File: src/shared/poc_pkg.sv
`default_nettype none
package poc_pkg;
    localparam logic [11:0] POC_ADDR_PULSE_CFG = 12'h490;
    localparam logic [11:0] POC_ADDR_COMP = 12'h491;
    localparam logic [11:0] POC_ADDR_ACC = 12'h492;
    localparam logic [15:0] POC_PULSE_CFG_RST = 16'h0000;
    localparam logic [15:0] POC_COMP_RST = 16'h0000;
    localparam logic [15:0] POC_ACC_RST = 16'h0000;
    localparam logic [15:0] POC_PULSE_CFG_MASK = 16'hFFFF;
    localparam logic [15:0] POC_COMP_MASK = 16'h0FFF;
    localparam logic [15:0] POC_ACC_MASK = 16'h01FF;
    localparam int POC_SEL_W = 3;
    localparam int POC_DIS_LSB = 12;
    localparam int POC_FREQ_BIT = 8;
    localparam int POC_ICON_BIT = 7;
    localparam int POC_WIRE_LSB = 4;
    localparam int POC_ACCM_LSB = 0;
    localparam int POC_ACCM_W = 4;
    localparam logic [2:0] POC_TYPE_ACTIVE = 3'h0;
    localparam logic [2:0] POC_TYPE_REACTIVE = 3'h1;
    localparam logic [2:0] POC_TYPE_APPARENT = 3'h2;
    localparam logic [2:0] POC_TYPE_FUND_REACT = 3'h4;
    localparam logic [2:0] POC_WIRE_WYE4 = 3'h0;
    localparam logic [2:0] POC_WIRE_DELTA3_B = 3'h1;
    localparam logic [2:0] POC_WIRE_WYE4_NB = 3'h2;
    localparam logic [2:0] POC_WIRE_DELTA4_NB = 3'h3;
    localparam logic [2:0] POC_WIRE_DELTA3_ALL = 3'h4;
    // one-hot energy type selects: bit0 active, 1 reactive, 2 apparent, 3 fundamental reactive
    localparam logic [3:0] POC_OH_ACTIVE = 4'h1;
    localparam logic [3:0] POC_OH_REACTIVE = 4'h2;
    localparam logic [3:0] POC_OH_APPARENT = 4'h4;
    localparam logic [3:0] POC_OH_FUND_REACT = 4'h8;
    // nominal line period in resampler timebase ticks
    localparam logic [19:0] POC_PERIOD_50HZ = 20'h0A000;
    localparam logic [19:0] POC_PERIOD_60HZ = 20'h08555;
endpackage
`default_nettype wire

File: src/design/poc_top.sv
// How it works
// - pulse output four's energy type field at [11:9] picks active 000, reactive 001, apparent 010, fundamental reactive 100, and 011/101/110/111 mean active.
// - pulse outputs three, two, one have energy type fields at [8:6], [5:3], [2:0] with the same coding.
// - pulse output four's phase include field at [11:9] adds phase C by bit 2, phase B by bit 1, phase A by bit 0.
// - phase include fields for outputs three, two, one sit at [8:6], [5:3], [2:0] with the same bit meaning.
// - line frequency bit 8 selects 50 Hz at zero and 60 Hz at one, and feeds the fundamental reactive calculation.
// - without a zero crossing the resampler uses the nominal period of the selected line frequency.
// - with bit 7 set, phase B current is taken as minus the sum of phase A and phase C currents.
// - wiring code 000 keeps the voltages, code 001 makes phase B voltage A minus C.
// - wiring code 010 makes phase B voltage minus A minus C, code 011 makes it minus A.
// - wiring code 100 makes A as A minus B, B as A minus C, C as C minus B.
// - a set disable bit holds its pulse pin high and blocks its status flag on an accumulated pulse.
`default_nettype none
module poc_top
    import poc_pkg::*;
#(
    parameter int SAMPLE_W = 24,
    parameter int PERIOD_W = 20
) (
    input wire logic clk, // system clock
    input wire logic nrst, // async reset, active low
    input wire logic [11:0] reg_addr, // register address
    input wire logic reg_wr, // write strobe
    input wire logic [15:0] reg_wdata, // write data
    input wire logic reg_rd, // read strobe
    output logic [15:0] reg_rdata, // read data, one cycle after strobe
    input wire logic [3:0] pulse_raw, // converter pulse levels, bit0 = output one
    input wire logic [3:0] pulse_event, // converter accumulated-pulse strobes
    output logic pulse_out_one, // pulse pin one
    output logic pulse_out_two, // pulse pin two
    output logic pulse_out_three, // pulse pin three
    output logic pulse_out_four, // pulse pin four
    output logic [3:0] pulse_flag_set, // status flag set strobes
    output logic [15:0] energy_type_oh, // one-hot type per output, 4 bits each
    output logic [11:0] phase_include, // phase include bits per output
    output logic line_freq_60, // line frequency select
    output logic [3:0] accum_mode, // accumulation mode bits
    input wire logic zx_present, // zero crossing is present
    input wire logic [PERIOD_W-1:0] meas_period, // measured line period
    output logic [PERIOD_W-1:0] resample_period, // period used by resampler
    input wire logic signed [SAMPLE_W-1:0] phase_a_current, // measured current A
    input wire logic signed [SAMPLE_W-1:0] phase_b_current, // measured current B
    input wire logic signed [SAMPLE_W-1:0] phase_c_current, // measured current C
    input wire logic signed [SAMPLE_W-1:0] phase_a_voltage, // measured voltage A
    input wire logic signed [SAMPLE_W-1:0] phase_b_voltage, // measured voltage B
    input wire logic signed [SAMPLE_W-1:0] phase_c_voltage, // measured voltage C
    output logic signed [SAMPLE_W:0] ib_used, // current B after derivation
    output logic signed [SAMPLE_W:0] va_used, // voltage A after derivation
    output logic signed [SAMPLE_W:0] vb_used, // voltage B after derivation
    output logic signed [SAMPLE_W:0] vc_used // voltage C after derivation
);

    // register images
    logic [15:0] pulse_output_config_r;
    logic [15:0] pulse_phase_composition_r;
    logic [15:0] accumulation_config_r;
    logic [15:0] rdata_nxt;

    // field views and decoded selects
    logic [15:0] energy_type_nxt;
    logic [3:0] pulse_disable;
    logic [2:0] wiring_config_select;
    logic derive_middle_current;
    logic [3:0] pulse_pin_r;
    logic [PERIOD_W-1:0] nominal_period;

    // samples widened by one bit before any sum
    logic signed [SAMPLE_W:0] ia_x;
    logic signed [SAMPLE_W:0] ib_x;
    logic signed [SAMPLE_W:0] ic_x;
    logic signed [SAMPLE_W:0] va_x;
    logic signed [SAMPLE_W:0] vb_x;
    logic signed [SAMPLE_W:0] vc_x;

    // derived values ahead of their output registers
    logic signed [SAMPLE_W:0] ib_nxt;
    logic signed [SAMPLE_W:0] va_nxt;
    logic signed [SAMPLE_W:0] vb_nxt;
    logic signed [SAMPLE_W:0] vc_nxt;

    ////////////////////////////////////////////////////////////////////////
    // register port

    // a write lands at the edge that samples its strobe, reserved bits masked off
    always_ff @(posedge clk or negedge nrst) begin
        if (!nrst) begin
            pulse_output_config_r <= POC_PULSE_CFG_RST;
        end else if (reg_wr && reg_addr == POC_ADDR_PULSE_CFG) begin
            pulse_output_config_r <= reg_wdata & POC_PULSE_CFG_MASK;
        end
    end

    always_ff @(posedge clk or negedge nrst) begin
        if (!nrst) begin
            pulse_phase_composition_r <= POC_COMP_RST;
        end else if (reg_wr && reg_addr == POC_ADDR_COMP) begin
            pulse_phase_composition_r <= reg_wdata & POC_COMP_MASK;
        end
    end

    always_ff @(posedge clk or negedge nrst) begin
        if (!nrst) begin
            accumulation_config_r <= POC_ACC_RST;
        end else if (reg_wr && reg_addr == POC_ADDR_ACC) begin
            accumulation_config_r <= reg_wdata & POC_ACC_MASK;
        end
    end

    // unmapped addresses read as zero
    always_comb begin
        unique case (reg_addr)
            POC_ADDR_PULSE_CFG: rdata_nxt = pulse_output_config_r;
            POC_ADDR_COMP: rdata_nxt = pulse_phase_composition_r;
            POC_ADDR_ACC: rdata_nxt = accumulation_config_r;
            default: rdata_nxt = 16'h0000;
        endcase
    end

    // read data holds until the next read strobe
    always_ff @(posedge clk or negedge nrst) begin
        if (!nrst) begin
            reg_rdata <= 16'h0000;
        end else if (reg_rd) begin
            reg_rdata <= rdata_nxt;
        end
    end

    // field views of the configuration registers
    assign pulse_disable = pulse_output_config_r[POC_DIS_LSB +: 4];
    assign wiring_config_select = accumulation_config_r[POC_WIRE_LSB +: POC_SEL_W];
    assign derive_middle_current = accumulation_config_r[POC_ICON_BIT];

    ////////////////////////////////////////////////////////////////////////
    // energy type decode, one field per output

    // codes without a meaning of their own fall back to total active power
    for (genvar g = 0; g < 4; g++) begin : g_type
        always_comb begin
            unique case (pulse_output_config_r[g*POC_SEL_W +: POC_SEL_W])
                POC_TYPE_REACTIVE: energy_type_nxt[g*4 +: 4] = POC_OH_REACTIVE;
                POC_TYPE_APPARENT: energy_type_nxt[g*4 +: 4] = POC_OH_APPARENT;
                POC_TYPE_FUND_REACT: energy_type_nxt[g*4 +: 4] = POC_OH_FUND_REACT;
                default: energy_type_nxt[g*4 +: 4] = POC_OH_ACTIVE;
            endcase
        end
    end

    // all four outputs come up on total active power
    always_ff @(posedge clk or negedge nrst) begin
        if (!nrst) begin
            energy_type_oh <= {4{POC_OH_ACTIVE}};
        end else begin
            energy_type_oh <= energy_type_nxt;
        end
    end

    always_ff @(posedge clk or negedge nrst) begin
        if (!nrst) begin
            phase_include <= 12'h000;
        end else begin
            phase_include <= pulse_phase_composition_r[11:0];
        end
    end

    always_ff @(posedge clk or negedge nrst) begin
        if (!nrst) begin
            line_freq_60 <= 1'h0;
        end else begin
            line_freq_60 <= accumulation_config_r[POC_FREQ_BIT];
        end
    end

    always_ff @(posedge clk or negedge nrst) begin
        if (!nrst) begin
            accum_mode <= 4'h0;
        end else begin
            accum_mode <= accumulation_config_r[POC_ACCM_LSB +: POC_ACCM_W];
        end
    end

    ////////////////////////////////////////////////////////////////////////
    // pulse pins and status strobes

    // a disabled output parks high and keeps its status flag quiet
    for (genvar g = 0; g < 4; g++) begin : g_pin
        always_ff @(posedge clk or negedge nrst) begin
            if (!nrst) begin
                pulse_pin_r[g] <= 1'h1;
            end else begin
                pulse_pin_r[g] <= pulse_raw[g] | pulse_disable[g];
            end
        end

        always_ff @(posedge clk or negedge nrst) begin
            if (!nrst) begin
                pulse_flag_set[g] <= 1'h0;
            end else begin
                pulse_flag_set[g] <= pulse_event[g] & ~pulse_disable[g];
            end
        end
    end

    assign pulse_out_one = pulse_pin_r[0];
    assign pulse_out_two = pulse_pin_r[1];
    assign pulse_out_three = pulse_pin_r[2];
    assign pulse_out_four = pulse_pin_r[3];

    ////////////////////////////////////////////////////////////////////////
    // resampler period

    // the nominal period stands in until a zero crossing gives the measured one
    always_comb begin
        nominal_period = PERIOD_W'(POC_PERIOD_50HZ);
        if (accumulation_config_r[POC_FREQ_BIT]) begin
            nominal_period = PERIOD_W'(POC_PERIOD_60HZ);
        end
    end

    always_ff @(posedge clk or negedge nrst) begin
        if (!nrst) begin
            resample_period <= PERIOD_W'(POC_PERIOD_50HZ);
        end else if (zx_present) begin
            resample_period <= meas_period;
        end else begin
            resample_period <= nominal_period;
        end
    end

    ////////////////////////////////////////////////////////////////////////
    // current and voltage derivation

    // currents
    assign ia_x = {phase_a_current[SAMPLE_W-1], phase_a_current};
    assign ib_x = {phase_b_current[SAMPLE_W-1], phase_b_current};
    assign ic_x = {phase_c_current[SAMPLE_W-1], phase_c_current};

    // voltages
    assign va_x = {phase_a_voltage[SAMPLE_W-1], phase_a_voltage};
    assign vb_x = {phase_b_voltage[SAMPLE_W-1], phase_b_voltage};
    assign vc_x = {phase_c_voltage[SAMPLE_W-1], phase_c_voltage};

    always_comb begin
        va_nxt = va_x;
        vb_nxt = vb_x;
        vc_nxt = vc_x;
        unique case (wiring_config_select)
            POC_WIRE_DELTA3_B: vb_nxt = va_x - vc_x;
            POC_WIRE_WYE4_NB: vb_nxt = -va_x - vc_x;
            POC_WIRE_DELTA4_NB: vb_nxt = -va_x;
            POC_WIRE_DELTA3_ALL: begin
                va_nxt = va_x - vb_x;
                vb_nxt = va_x - vc_x;
                vc_nxt = vc_x - vb_x;
            end
            // wye and unassigned codes pass the measurements through
            default: begin
                va_nxt = va_x;
            end
        endcase
    end

    // the middle current is measured or rebuilt from the two outer ones
    always_comb begin
        ib_nxt = ib_x;
        if (derive_middle_current) begin
            ib_nxt = -ia_x - ic_x;
        end
    end

    // one bit of headroom keeps the sums and differences from wrapping, save minus A minus C when both are at negative full scale
    always_ff @(posedge clk or negedge nrst) begin
        if (!nrst) begin
            ib_used <= '0;
        end else begin
            ib_used <= ib_nxt;
        end
    end

    always_ff @(posedge clk or negedge nrst) begin
        if (!nrst) begin
            va_used <= '0;
        end else begin
            va_used <= va_nxt;
        end
    end

    always_ff @(posedge clk or negedge nrst) begin
        if (!nrst) begin
            vb_used <= '0;
        end else begin
            vb_used <= vb_nxt;
        end
    end

    always_ff @(posedge clk or negedge nrst) begin
        if (!nrst) begin
            vc_used <= '0;
        end else begin
            vc_used <= vc_nxt;
        end
    end

endmodule
`default_nettype wire

File: config.mk
export PLATFORM = sky130hd
export DESIGN_NAME = poc_top
export DESIGN_NICKNAME = d
export VERILOG_FILES = /design/src/shared/poc_pkg.sv /design/src/design/poc_top.sv
export SDC_FILE = /design/constraint.sdc
export NUM_CORES = 1
export LEC_CHECK = 0
export BUFFER_PORTS_ARGS = -buffer_cell sky130_fd_sc_hd__buf_2
export CAP_MARGIN = 20
export CORE_ASPECT_RATIO = 0.5
export CORE_UTILIZATION = 25
export DETAILED_ROUTE_END_ITERATION = 10
export PLACE_DENSITY_LB_ADDON = 0.3
export SLEW_MARGIN = 20
export SYNTH_ARGS = -nofsm -noshare
export SYNTH_HDL_FRONTEND = slang
export SYNTH_SLANG_ARGS = --single-unit
File: constraint.sdc
create_clock -name clk -period 10.8 [get_ports clk]
set_input_delay 1.08 -clock clk [delete_from_list [all_inputs] [get_ports clk]]
set_output_delay 1.08 -clock clk [all_outputs]
set_load 0.01 [all_outputs]
Word-level counts from Yosys, hierarchy flattened
Index checks and enable logic that the tools add are counted.
{"block": "word_totals", "register_bits": 214, "input_bits": 205, "out_inout_bits": 177, "elab_cells": 74}
{"block": "op_classes", "n_addsub": 7, "eq_ne": 19, "mux": 11, "bitwise": 12, "reduce_logical": 4}
{"operator": "$mux W25", "n": 3}
{"operator": "$pmux W25 S3", "n": 1}
{"operator": "$sub A24 B24 Y25", "n": 3}
{"operator": "$neg A24 Y25", "n": 2}
{"operator": "$sub A25 B24 Y25", "n": 2}
{"operator": "$pmux W16 S3", "n": 1}
{"operator": "$pmux W4 S3", "n": 4}
{"operator": "$eq A12 B11 Y1 const B", "n": 3}
{"operator": "$mux W20", "n": 1}
{"operator": "$eq A3 B2 Y1 const B", "n": 6}
{"operator": "$eq A3 B1 Y1 const B", "n": 5}
{"operator": "$eq A3 B3 Y1 const B", "n": 5}
{"operator": "$mux W14", "n": 1}
{"operator": "$and A1 B1 Y1", "n": 4}
{"operator": "$not A1 Y1", "n": 4}
{"operator": "$or A1 B1 Y1", "n": 4}
{"operator": "$logic_and A1 B1 Y1", "n": 3}
{"operator": "$reduce_or A2 Y1", "n": 1}

Depth between registers and ports, before layout
{"block": "logic_depth", "ltp_word": 3, "mapped_depth": 19}

Least setup slack after synthesis
No wires, ideal clock.
{"block": "synth_timing", "path_kind": "input port to flip-flop", "start": "in phase_a_voltage[0]", "end": "reg vb_used[24]", "t_arrival_ns": 4.336, "slack_ns": 6.340, "path_stages": 18, "n_path_buf": 2, "path_cell_list": "inv_1 -> ha_1 -> nor4b_1 -> and3_1 -> clkbuf_1 -> nand2_1 -> nor4_1 -> nor2_1 -> xor2_1 -> ha_1 -> clkbuf_1 -> a211oi_1 -> nor2_1 -> or4_1 -> o21ai_1 -> o2111ai_1 -> mux2i_1 -> nand2_1"}
{"block": "synth_between", "elab_chain_len": 3, "elab_cells_between_ends": 4, "classes_between": "add/sub (3); mux (1)"}
{"element": "from (decl)", "line": "poc_top.sv:44", "rtl": "input wire logic signed [SAMPLE_W-1:0] phase_a_voltage,"}
{"element": "$neg A24 Y25", "line": "poc_top.sv:248, poc_top.sv:249"}
{"element": "$sub A25 B24 Y25", "line": "poc_top.sv:248", "rtl": "POC_WIRE_WYE4_NB: vb_nxt = -va_x - vc_x;"}
{"element": "$pmux W25 S3 *", "line": "poc_top.sv:246", "rtl": "unique case (wiring_config_select)"}
{"element": "via vb_nxt[24]", "line": "poc_top.sv:78", "rtl": "logic signed [SAMPLE_W:0] vb_nxt;"}
{"element": "to (signal assigned)", "line": "poc_top.sv:291", "rtl": "vb_used <= vb_nxt;"}
{"element": "to (decl)", "line": "poc_top.sv:49", "rtl": "output logic signed [SAMPLE_W:0] vb_used,"}
The timed path passes the listed nets; every way through them passes the cells marked *.
A chain may end at the register's enable or synchronous reset.

Worst setup path in the final report
{"block": "layout_timing", "start": "in phase_a_voltage[1]", "end": "reg vb_used[24]"}
The elaborated chain is that of the path after synthesis.

==> results.ini <==
[critical_path]
setup.worst_path.class=in -> reg
r2r_end=vb_used[24]
r2r_path_start=accumulation_config_r[4]
worst-endpoint-required_ps=11230
timing.critical_path.from_type=primary input
critPathArrivalTime_ps=5000
worstPathMaxFanout=8
worst_reg2reg_setup_slack_ps=7050
critical_path.endpoint_type=flip-flop
crit_path_cell_trace=buf_2 -> inv_1 -> ha_1 -> nor4b_1 -> and3_1 -> nand2_1 -> nor4_1 -> nor2_1 -> xor2_1 -> ha_1 -> a211oi_1 -> nor2_1 -> or4_1 -> o21ai_1 -> o2111ai_1 -> mux2i_1 -> nand2_1
maximum_cell_stage_delay_along_the_critical_path_ps=460
worst_path_max_delay_cell=or4_1
path_buf_inv=2
path_delay_family=simple AND/OR/NAND/NOR gates
r2r.worst_path.cells=12

[timing]
worst_margin_slew_ps=998
skew_ps=19.6
setup_viol=0
min_period_ps=4570
count_of_endpoints_failing_hold_in_the_final_timing_report=0
timing.max_slew.rel_slack_pct=33.2
drv_slew=0
fmaxAchievable_ghz=0.219
rsz0062_at_grt=no
setup_tns_ps=0
post-route-period-util_pct=42.3

[clock_tree]
post_cts_resize_count=0
clk-insertion-delay-late_ps=550
tritoncts=done
htree_levels=1
postCtsHoldBufs=0
clk_transition_reported_paths_ps=60
post-cts-setup-buffer-count=0
cts_inserted_buffers=25
cts_root_buf=clkbuf_16
cts.sink_count=214
clockBufferDepth=3

[die]
floorplan.die.height_um=169
core-area_um2=54300
i_o_pin_count=382
die_w_um=335
start_util_pct=25.5
die_area_um2=56500
number_of_placement_rows=60

[logic_synthesis]
postSynthNetCount=1811
synth-edff-count=0
netlist_area_um2=13900
synth_top_area_share_pct=36.8
synth.yosys.seq_area_share_pct=38.7
yosys.area.top_type=dfrtp_1
synth_ff_type=dfrtp_1
postSynthCellCount=1482
synth_cell_type_count=82
synth.ff_latch_count=214
ys_async_sr_fraction_pct=100
post_synth_main_area_contributors=dfrtp_1 (37%), ha_1 (11%), mux2_2 (5.1%), nand2_1 (3.7%), inv_1 (3.6%)
synth_commonest_cells=dfrtp_1 (204), nand2_1 (135), inv_1 (133), ha_1 (120), o21ai_0 (85)
most_frequently_used_cell_type_in_the_post_synthesis_netlist=dfrtp_1
postSynthAreaPerCell_um2=9.36
warnings_from_yosys=0

[global_routing]
grt_first_pass_wirelength_um=69400
maximum_number_of_pins_on_one_net_before_global_route_repair=151
grt_antenna_before_repair=6
grt_pass1_vias=11907
gr-usage-all-layers_pct=15.7
global_route.overflow_total=0

[final_layout]
area_growth_pct=26.0
fraction_of_layout_instances_using_a_drive_strength_above_1_pct=28.3
final_net_count=2180
fillCellCount=5690
fin_cells=2618

[place]
gp_congestion=0.902
port_buffers=381
hpwl_um=36100
placed_instance_count=2568

[hold_path]
hp-start=pulse_phase_composition_r[8]
min_path_cells=0
hold_path_class=reg -> reg
whs_endpoint=phase_include[8]

[routing]
initialDrtViolationCount=642
drt-pass1-iter-count=4
totalWireLength_um=45900
final_antenna_net_count=0
via_total_after_detailed_routing=12149
remaining_drc_errors=0
drt-vias-per-instance=4.64
routed_length_per_placed_instance_um=17.5

[pwr]
p_leak_uw=0.00886
p_per_area_nw_per_um2=126
share_seq_of_total_power_pct=38.0
power_frac_clock_pct=39.7
p_switching_uw=663
ir_worst_vdd_uv=90.0
combinational_fraction_of_design_power_pct=22.3
power.total_uw=2210
internal-power_uw=1540
power.share.switching_pct=30.1

[flow_run]
total_of_max_cap_violations=0

[run_status]
status=completed

-- metrics by stage --
stage                     setup WS (ps)  hold WS, ps  area, um^2  util (%)
after global routing               5960          408       17500      32.2
after detailed placement           5740          381       16600      30.6
final                              6230          393       17500      32.2
after floorplan                    6340          365       13900         -
after global placement             5730          373       16600      30.6
after CTS                          6290          391       17500      32.2
-- cell type report --
type,instances,area (um^2),area share (%)
multi-input combinational,1088,7830,44.8
sequential,214,5370,30.7
timing repair buffer,389,1990,11.4
tap,744,931,5.33
clock buffer,33,706,4.04
inverter,133,499,2.86
clock inverter,11,128,0.731
antenna,6,15.0,0.0860
-- cells by family (layout without fill, tap and decap cells) --
logic type      count (synthesis)  after routing  synth area share (%)
simple gates                  426            426                  15.5
compound gates                364            364                  17.3
flops                         214            214                  38.7
buf+inv                       180            566                  4.89
fa+ha+maj                     124            124                  11.4
xor+xnor                      105            105                  6.63
mux                            69             69                  5.55
other cells                     0              6                     0
-- flip-flops by register name, indices dropped and copies added, names as in the netlist, 4 cells and up --
| signal | flops |
|---|---|
| accumulation_config_r | 9 |
| energy_type_oh | 16 |
| ib_used | 25 |
| vb_used | 25 |
| resample_period | 20 |
| pulse_phase_composition_r | 12 |
| phase_include | 12 |
| pulse_flag_set | 4 |
| reg_rdata | 16 |
| pulse_output_config_r | 16 |
| va_used | 25 |
| accum_mode | 4 |
| vc_used | 25 |
-- placed cells by master, fill, tap and decap left out, drive strengths merged, types with 18 or more instances in the layout --
master and n:
o21a 18, a22oi 23, nand2 136, xnor2 50, o21ai 102, nor2 83
a21oi 68, dfrtp 204, mux2 63, buf 389, nand3 38, nor3 35
a21o 36, clkbuf 33, xor2 55, ha 120, inv 136, nand2b 20
-- power groups by stage --
stage | Combinational [uW] | Sequential, uW | Clock [uW]
floorplan | 294 | 869 | 0
global placement | 489 | 853 | 0
detailed placement | 489 | 854 | 0
CTS | 492 | 839 | 904
global route | 545 | 841 | 935
finish | 491 | 839 | 876
-- per-layer routing --
layer  global-route usage [%]  share of wire [%]  vias to the layer above
met3                     1.96                3.4                       62
met1                     19.1                 42                     5916
met2                     28.7                 52                      197
met5                        0                  0                        -
li1                         -                  -                     5974
met4                     5.06                2.7                        0
-- how the worst max path moves through the flow --
| stage | endpoint | depth (start not counted) | slack [ps] | from |
|---|---|---|---|---|
| 2_1_floorplan | vb_used[24] | 18 | 6340 | phase_a_voltage[0] |
| 3_3_place_gp | vb_used[24] | 17 | 5730 | phase_a_voltage[0] |
| 3_5_place_dp | vb_used[24] | 17 | 5740 | phase_a_voltage[1] |
| 4_1_cts | vb_used[24] | 17 | 6290 | phase_a_voltage[1] |
| 5_1_grt | vb_used[24] | 17 | 5960 | phase_a_voltage[1] |
| 6_report | vb_used[24] | 17 | 6230 | phase_a_voltage[1] |
No activity file was read; power rests on OpenSTA's default activity.
